File: config.mk
export PLATFORM = sky130hd
export DESIGN_NAME = dual_port_io
export DESIGN_NICKNAME = d
export VERILOG_FILES = /design/src/core/port_io_pkg.sv /design/src/core/dual_port_io.sv
export SDC_FILE = /design/constraint.sdc
export NUM_CORES = 1
export LEC_CHECK = 0
export ABC_AREA = 0
export BUFFER_PORTS_ARGS = -buffer_cell sky130_fd_sc_hd__buf_2
export CAP_MARGIN = 10
export CORE_ASPECT_RATIO = 0.7
export CORE_MARGIN = 2
export CORE_UTILIZATION = 50
export DETAILED_ROUTE_END_ITERATION = 8
export MAX_ROUTING_LAYER = met4
export PLACE_DENSITY = 0.79
export SLEW_MARGIN = 20
export SYNTH_ARGS = -nofsm -noshare
export SYNTH_HDL_FRONTEND = slang
export SYNTH_SLANG_ARGS = --single-unit
File: constraint.sdc
create_clock -name CLK_I -period 4.2 [get_ports CLK_I]
set_clock_uncertainty 0.05 [all_clocks]
set_input_delay 0.63 -clock CLK_I [delete_from_list [all_inputs] [get_ports CLK_I]]
set_output_delay 0.63 -clock CLK_I [all_outputs]
set_load 0.05 [all_outputs]
File: src/core/port_io_pkg.sv
package port_io_pkg;

	// Register byte addresses on the APB slave
	localparam logic [7:0] OFS_C_PINS  = 8'h00;
	localparam logic [7:0] OFS_C_LATCH = 8'h04;
	localparam logic [7:0] OFS_C_DIR   = 8'h08;
	localparam logic [7:0] OFS_D_PINS  = 8'h0C;
	localparam logic [7:0] OFS_D_LATCH = 8'h10;
	localparam logic [7:0] OFS_D_DIR   = 8'h14;
	localparam logic [7:0] OFS_E_DIR   = 8'h18;
	localparam logic [7:0] OFS_CONFIG  = 8'h1C;

	// Reset values
	localparam logic [7:0] RST_DIR      = 8'hFF;
	localparam logic [7:0] RST_LATCH    = 8'h00;
	localparam logic [7:0] RST_E_DIR    = 8'h07;
	localparam logic       RST_CAP2_SEL = 1'b1;

	// Field and pin positions
	localparam int SLAVE_MODE_BIT = 4;
	localparam int CAP2_SEL_BIT   = 0;
	localparam int C_CAP2_BIT     = 1;
	localparam int C_SDA_BIT      = 4;
	localparam int C_SDO_BIT      = 5;
	localparam int C_CLK_BIT      = 6;
	localparam int C_DATA_BIT     = 7;
	localparam int D_PWM_BASE     = 5;
	localparam int PWM_CHANNELS   = 3;

	// Peripheral functions offered to the pins
	typedef struct packed {
		logic       i2c_en;
		logic       sda_out;
		logic       spi_en;
		logic       spi_data_out;
		logic       tx_en;
		logic       tx_out;
		logic       sync_en;
		logic       sync_clk_out;
		logic       sync_data_out;
		logic       capture2_drive;
		logic       capture2_out;
		logic       pwm_multi;
		logic [2:0] pwm_en;
		logic [2:0] pwm_out;
		logic       psp_read;
	} periph_in_type;

	// Pin levels handed back to the peripherals
	typedef struct packed {
		logic       sda_in;
		logic       spi_data_in;
		logic       sync_clk_in;
		logic       rx_in;
		logic       sync_data_in;
		logic       capture2_in;
		logic [7:0] psp_write_data;
	} periph_out_type;

	// Whole state of the port block
	typedef struct packed {
		logic [7:0]  latch_c;
		logic [7:0]  dir_c;
		logic [7:0]  latch_d;
		logic [7:0]  dir_d;
		logic [7:0]  dir_e;
		logic        cap2_sel;
		logic [7:0]  pin_c;
		logic [7:0]  pin_d;
		logic [7:0]  alt_pin;
		logic [7:0]  c_o;
		logic [7:0]  c_oe;
		logic [7:0]  d_o;
		logic [7:0]  d_oe;
		logic        alt_o;
		logic        alt_oe;
		logic [31:0] rdata;
		logic        err;
	} state_type;

endpackage

File: src/core/dual_port_io.sv
// Summary of operation
// - Port D direction bit one makes that pin an input, driver off.
// - Port D direction bit zero drives the latch bit onto the pin.
// - Port D latch has its own address and reads back latch, not pins.
// - Eight port D pins, each with its own direction bit.
// - After reset all port D direction bits are set: all inputs.
// - Slave mode bit 4 of port E direction makes port D a slave port.
// - Dual or quad PWM output disables the slave port on port D.
// - Port D pins 5 to 7 carry PWM outputs B, C and D.
// - Port C bit 4: I2C data drives when direction 0, input when 1.
// - Port C bit 4: SPI data in taken from pin while direction is 1.
// - Port C bit 5: SPI data out drives pin when direction is 0.
// - Port C bit 6: serial clock drives at direction 0, input at 1.
// - Port C bit 7: receive data taken from pin while direction is 1.
// - Port C bit 7: sync data drives at direction 0, input at 1.
// - Only the slave port sets pin direction regardless of direction bit.
// - Select bit set routes capture 2 to port C pin 1, else alt pin.
// - Port C pins map bit for bit; the latch reads and writes back.
// - Direction registers read back stored bits despite overrides.
`timescale 1ns/100ps
`default_nettype none

module dual_port_io (
	// Clock and reset
	input  wire logic                     CLK_I,
	input  wire logic                     RST_I,
	// APB slave
	input  wire logic                     PSEL_I,
	input  wire logic                     PENABLE_I,
	input  wire logic                     PWRITE_I,
	input  wire logic [7:0]               PADDR_I,
	input  wire logic [31:0]              PWDATA_I,
	input  wire logic [3:0]               PSTRB_I,
	output logic      [31:0]              PRDATA_O,
	output logic                          PREADY_O,
	output logic                          PSLVERR_O,
	// Port C pins
	input  wire logic [7:0]               PORT_C_I,
	output logic      [7:0]               PORT_C_O,
	output logic      [7:0]               PORT_C_OE_O,
	// Port D pins
	input  wire logic [7:0]               PORT_D_I,
	output logic      [7:0]               PORT_D_O,
	output logic      [7:0]               PORT_D_OE_O,
	// Alternate capture 2 pin
	input  wire logic                     ALT_CAPTURE2_I,
	output logic                          ALT_CAPTURE2_O,
	output logic                          ALT_CAPTURE2_OE_O,
	// Peripheral side
	input  wire port_io_pkg::periph_in_type  PERIPH_I,
	output port_io_pkg::periph_out_type      PERIPH_O
);
	import port_io_pkg::*;

	state_type st;
	state_type next_st;
	logic      setup;
	logic      wr;
	logic      psp_on;

	// Address match, shared by the write and the read decode
	function automatic logic hit(input logic [7:0] addr,
		input logic [7:0] ofs);
		hit = (addr == ofs);
	endfunction

	function automatic logic mapped(input logic [7:0] addr);
		mapped = hit(addr, OFS_C_PINS) || hit(addr, OFS_C_LATCH) ||
			hit(addr, OFS_C_DIR) || hit(addr, OFS_D_PINS) ||
			hit(addr, OFS_D_LATCH) || hit(addr, OFS_D_DIR) ||
			hit(addr, OFS_E_DIR) || hit(addr, OFS_CONFIG);
	endfunction

	// Bus phases; the access phase never waits
	assign setup = PSEL_I && !PENABLE_I;
	assign wr    = PSEL_I && PENABLE_I && PWRITE_I && PSTRB_I[0];

	// Slave port runs only while PWM uses a single output
	assign psp_on = st.dir_e[SLAVE_MODE_BIT] && !PERIPH_I.pwm_multi;

	// Next state: registers, pin sampling and pin drive
	always_comb begin
		next_st = st;
		next_st.pin_c   = PORT_C_I;
		next_st.pin_d   = PORT_D_I;
		next_st.alt_pin = {7'h00, ALT_CAPTURE2_I};

		// Register writes, low byte only
		if (wr && mapped(PADDR_I) && hit(PADDR_I, OFS_C_PINS)) begin
			next_st.latch_c = PWDATA_I[7:0];
		end
		if (wr && hit(PADDR_I, OFS_C_LATCH)) begin
			next_st.latch_c = PWDATA_I[7:0];
		end
		if (wr && hit(PADDR_I, OFS_C_DIR)) begin
			next_st.dir_c = PWDATA_I[7:0];
		end
		if (wr && hit(PADDR_I, OFS_D_PINS)) begin
			next_st.latch_d = PWDATA_I[7:0];
		end
		if (wr && hit(PADDR_I, OFS_D_LATCH)) begin
			next_st.latch_d = PWDATA_I[7:0];
		end
		if (wr && hit(PADDR_I, OFS_D_DIR)) begin
			next_st.dir_d = PWDATA_I[7:0];
		end
		if (wr && hit(PADDR_I, OFS_E_DIR)) begin
			next_st.dir_e = PWDATA_I[7:0];
		end
		if (wr && hit(PADDR_I, OFS_CONFIG)) begin
			next_st.cap2_sel = PWDATA_I[CAP2_SEL_BIT];
		end

		// Read data is fetched in the setup cycle so it leaves a flop
		if (setup) begin
			next_st.err   = !mapped(PADDR_I);
			next_st.rdata = 32'h0000_0000;
			unique case (1'b1)
				hit(PADDR_I, OFS_C_PINS):  next_st.rdata[7:0] = st.pin_c;
				hit(PADDR_I, OFS_C_LATCH): next_st.rdata[7:0] = st.latch_c;
				hit(PADDR_I, OFS_C_DIR):   next_st.rdata[7:0] = st.dir_c;
				hit(PADDR_I, OFS_D_PINS):  next_st.rdata[7:0] = st.pin_d;
				hit(PADDR_I, OFS_D_LATCH): next_st.rdata[7:0] = st.latch_d;
				hit(PADDR_I, OFS_D_DIR):   next_st.rdata[7:0] = st.dir_d;
				hit(PADDR_I, OFS_E_DIR):   next_st.rdata[7:0] = st.dir_e;
				hit(PADDR_I, OFS_CONFIG):  next_st.rdata[0]   = st.cap2_sel;
				default:                   next_st.rdata      = 32'h0000_0000;
			endcase
		end

		// Port C: latch by default, peripherals take over per pin
		next_st.c_o  = st.latch_c;
		next_st.c_oe = ~st.dir_c;
		if (PERIPH_I.i2c_en && !st.dir_c[C_SDA_BIT]) begin
			next_st.c_o[C_SDA_BIT] = PERIPH_I.sda_out;
		end
		if (PERIPH_I.spi_en && !st.dir_c[C_SDO_BIT]) begin
			next_st.c_o[C_SDO_BIT] = PERIPH_I.spi_data_out;
		end
		// Sync clock beats transmit; both need the direction bit cleared
		if (PERIPH_I.sync_en && !st.dir_c[C_CLK_BIT]) begin
			next_st.c_o[C_CLK_BIT] = PERIPH_I.sync_clk_out;
		end else if (PERIPH_I.tx_en && !st.dir_c[C_CLK_BIT]) begin
			next_st.c_o[C_CLK_BIT] = PERIPH_I.tx_out;
		end
		if (PERIPH_I.sync_en && !st.dir_c[C_DATA_BIT]) begin
			next_st.c_o[C_DATA_BIT] = PERIPH_I.sync_data_out;
		end
		if (st.cap2_sel && PERIPH_I.capture2_drive &&
			!st.dir_c[C_CAP2_BIT]) begin
			next_st.c_o[C_CAP2_BIT] = PERIPH_I.capture2_out;
		end
		// Alternate pin has no direction bit here: the peripheral decides
		next_st.alt_o  = PERIPH_I.capture2_out;
		next_st.alt_oe = !st.cap2_sel && PERIPH_I.capture2_drive;

		// Port D: per-pin direction from its own bit
		next_st.d_o  = st.latch_d;
		next_st.d_oe = ~st.dir_d;
		if (psp_on) begin
			// Slave port ignores direction bits and drives on a read cycle
			next_st.d_oe = {8{PERIPH_I.psp_read}};
		end
		// PWM outputs win over port and slave port data
		for (int k = 0; k < PWM_CHANNELS; k++) begin
			if (PERIPH_I.pwm_en[k] && !st.dir_d[D_PWM_BASE + k]) begin
				next_st.d_o[D_PWM_BASE + k]  = PERIPH_I.pwm_out[k];
				next_st.d_oe[D_PWM_BASE + k] = 1'b1;
			end
		end
	end

	// State register; all pins start as inputs
	always_ff @(posedge CLK_I or posedge RST_I) begin
		if (RST_I) begin
			st          <= '0;
			st.latch_c  <= RST_LATCH;
			st.dir_c    <= RST_DIR;
			st.latch_d  <= RST_LATCH;
			st.dir_d    <= RST_DIR;
			st.dir_e    <= RST_E_DIR;
			st.cap2_sel <= RST_CAP2_SEL;
		end else begin
			st <= next_st;
		end
	end

	// Bus answers
	assign PRDATA_O  = st.rdata;
	assign PREADY_O  = 1'b1;
	assign PSLVERR_O = PSEL_I && PENABLE_I && st.err;

	// Pin drivers, one cycle behind the registers
	assign PORT_C_O          = st.c_o;
	assign PORT_C_OE_O       = st.c_oe;
	assign PORT_D_O          = st.d_o;
	assign PORT_D_OE_O       = st.d_oe;
	assign ALT_CAPTURE2_O    = st.alt_o;
	assign ALT_CAPTURE2_OE_O = st.alt_oe;

	// Inputs to peripherals come from sampled pins; port C serial inputs gated by direction
	assign PERIPH_O.sda_in         = st.dir_c[C_SDA_BIT] & st.pin_c[C_SDA_BIT];
	assign PERIPH_O.spi_data_in    = st.dir_c[C_SDA_BIT] & st.pin_c[C_SDA_BIT];
	assign PERIPH_O.sync_clk_in    = st.dir_c[C_CLK_BIT] & st.pin_c[C_CLK_BIT];
	assign PERIPH_O.rx_in          = st.dir_c[C_DATA_BIT] & st.pin_c[C_DATA_BIT];
	assign PERIPH_O.sync_data_in   = st.dir_c[C_DATA_BIT] & st.pin_c[C_DATA_BIT];
	assign PERIPH_O.capture2_in    = st.cap2_sel ? st.pin_c[C_CAP2_BIT]
		: st.alt_pin[0];
	assign PERIPH_O.psp_write_data = psp_on ? st.pin_d : 8'h00;
endmodule

`default_nettype wire

==> metrics.txt <==
clk buf depth 2; outcome completed; Sw Ratio between 20% and 30%; Core ar. 9071 µm²; drt pass-1 iters 4; crit-path max cell delay approximately 0.40 ns; synth unique cells 45; Worst setup SP type flip-flop; final setup fails 0; vias per inst roughly 5; CTS buffer count 9; clock-pin slew on the worst setup and hold paths around 0.070 ns; synthesized area around 4700 µm²; critical path class reg2out; unrepaired setup endpoints after global routing no; ys flop type dfrtp_1; Post-CTS Setup Inserts 0; vias in the first global route 2,929; WL/cell between 15 and 20 µm; post-synthesis register bit count around 100; Pleak between 2 and 3 nW; Detailed Route Iter0 Violations roughly 130; Ports about 170; synthesis warning total 0; Finished Layout Cells 564; Sink Count about 100; Total GRT Usage approximately a fifth; n_diodes 0; global-route wire length before repair around 15 mm; Slew headroom between 30% and 40%; Chip Width around 120 µm; Post-Syn Area per Cell roughly 13 µm²; FF/Latch Area between 2000 and 3000 µm²; worst vdd ir 0.3242 mV; share of cells above drive strength 1 about half; H-Tree Level Count 3; FFs w/ async S/R, synth between 90% and 100%; Worst setup EP type output port; max-cap viol count 0; Post-Route Utilization between 50 and 60%; internal power 1.559 mW; via count ~2,800; Die ar. just over 10,000 µm²; root buffer cell clkbuf_16; HPWL Detailed about 7.0 mm; DRC violations left 0; standard-cell rows 29; antenna violations before repair 0; Pins Over Slew Limit 0; register share of total power about half; Post-Route WL 9.673 mm; cells after synthesis between 300 and 400; slack of the critical path 1.902 ns; area of the multi-input gates between 1500 and 2000 µm²; Initial Util 51.41%; part of the Yosys area used for sequential elements between 50% and 60%; GRT overflow 0; Combinational Power Share under 10%; Slowest cell on crit path dfrtp_1; cts repair resizes 0; crit-path max FO 9; post-route ant nets 0; Hold Path Class in2reg; Fin. Hold Viols 0; chip height about 85 µm; number of synthesized flops with an enable pin 0; Final period util 54.72%; P per Cell Area 392.4 nW/µm²; Placed Instances 548; worst slew pin tran about 0.91 ns; fmax about 440 MHz; WP data required ~3.5 ns; CP arrival between 1.5 and 2 ns; nets@finish 520; Clock Power Share about two fifths; final setup TNS 0 ns; pre-CTS setup slack 1.655 ns; Port Buffers around 110; clk_lat worst skew approximately 0.34 ns; Tot Pwr between 2 and 2.5 mW; crit path time final 2.298 ns; # fillers 780; sw power 0.4994 mW; # hold bufs at CTS 0; pin count of the biggest net entering global routing 56; TritonCTS clock tree yes; area grow syn2layout 12.50%; crit path cell chain nor2b_1, buf_4, and2_1, buf_2; gpl congestion between 0.7 and 0.8
worst max-delay path, delay by kind of cell (launching register included):
family,cells,cell delay [ns]
DFF,1,0.40
buffers and inverters,2,0.49
and+or+nand+nor,2,0.38
cell type report:
type                            count  share of cell area (%)
Clock buffer                       13                   5.151
Clock inverter                      3                  0.8109
Inverter                           11                  0.8347
Multi-Input combinational cell    195                   30.29
Sequential cell                   101                   48.65
Tap cell                          124                   2.957
Timing Repair Buffer              117                   11.30
sequential cells by signal, summed over array words and instances, names as in the netlist:
| signal | count |
|---|---|
| PORT_D_O | 8 |
| ALT_CAPTURE2_O | 1 |
| PORT_D_OE_O | 8 |
| st | 51 |
| PORT_C_O | 8 |
| next_st | 8 |
| PRDATA_O | 8 |
| ALT_CAPTURE2_OE_O | 1 |
| PORT_C_OE_O | 8 |
routing by layer:
layer	wire, µm	GRT usage, %
met1	4448	27.89
met2	4400	31.61
met3	733	6.726
met4	91	5.348
met5	0	-
stage by stage:
| stage | instance area (µm²) | hold WS, ns |
|---|---|---|
| 2_1_floorplan | 4750 | 0.3145 |
| 3_3_place_gp | 4933 | 0.3306 |
| 3_5_place_dp | 4933 | 0.3356 |
| 4_1_cts | 5246 | 0.3286 |
| 5_1_grt | 5246 | 0.3240 |
| 6_report | 5246 | 0.3416 |
layout by cell type, fill, tap and decap left out, drive strengths merged, types with 11 or more instances in the layout:
| cell type | count |
|---|---|
| buf | 117 |
| dfstp | 20 |
| dfrtp | 81 |
| nor2 | 13 |
| mux2 | 48 |
| inv | 11 |
| o21ai | 12 |
| and2 | 12 |
| clkbuf | 13 |
| conb | 25 |
power by group through the flow:
stage / registers (mW) / clock network [mW] / logic, mW
floorplan: 1.02 / 0 / 0.171
global placement: 1.02 / 0 / 0.201
detailed placement: 1.02 / 0 / 0.205
CTS: 1.00 / 0.869 / 0.205
global route: 1.01 / 0.903 / 0.219
finish: 1.00 / 0.851 / 0.203
path summary, 6_finish.rpt:
| kind | cells after the start | slack, ns | endpoint | from |
|---|---|---|---|---|
| max in group asynchronous | 3 | 3.19 | st[76] | RST_I |
| worst max-delay path | 4 | 1.90 | PERIPH_O[7] | st[96] |
| worst max register to register | 3 | 2.68 | PRDATA_O[0] | st[91] |
| min in group asynchronous | 3 | 0.40 | PORT_C_O[7] | RST_I |
| worst min-delay path | 1 | 0.34 | st[86] | PORT_C_I[3] |
| worst min register to register | 0 | 0.35 | PORT_D_O[2] | next_st[45] |
cells by family after synthesis:
logic type | after synthesis | synth area share, %
DFF | 101 | 54.74
buffers and inverters | 90 | 13.04
and+or+nand+nor | 67 | 9.096
muxes | 64 | 17.55
AOI/OAI and AO/OA | 39 | 5.420
other | 2 | 0.1610
synthesized netlist by cell type, types with 7 or more instances:
| cell type | number | area share (%) |
|---|---|---|
| a21oi_1 | 9 | 0.97 |
| and2_1 | 12 | 1.6 |
| buf_4 | 70 | 11 |
| dfrtp_1 | 81 | 43 |
| dfstp_2 | 20 | 11 |
| inv_1 | 11 | 0.89 |
| mux2_2 | 40 | 9.7 |
| mux2_4 | 8 | 2.6 |
| mux2i_1 | 9 | 1.9 |
| mux4_2 | 7 | 3.4 |
| nand2_1 | 8 | 0.64 |
| nor2_1 | 12 | 0.97 |
| o21ai_0 | 12 | 1.3 |
No activity file was read; power rests on OpenSTA's default activity.
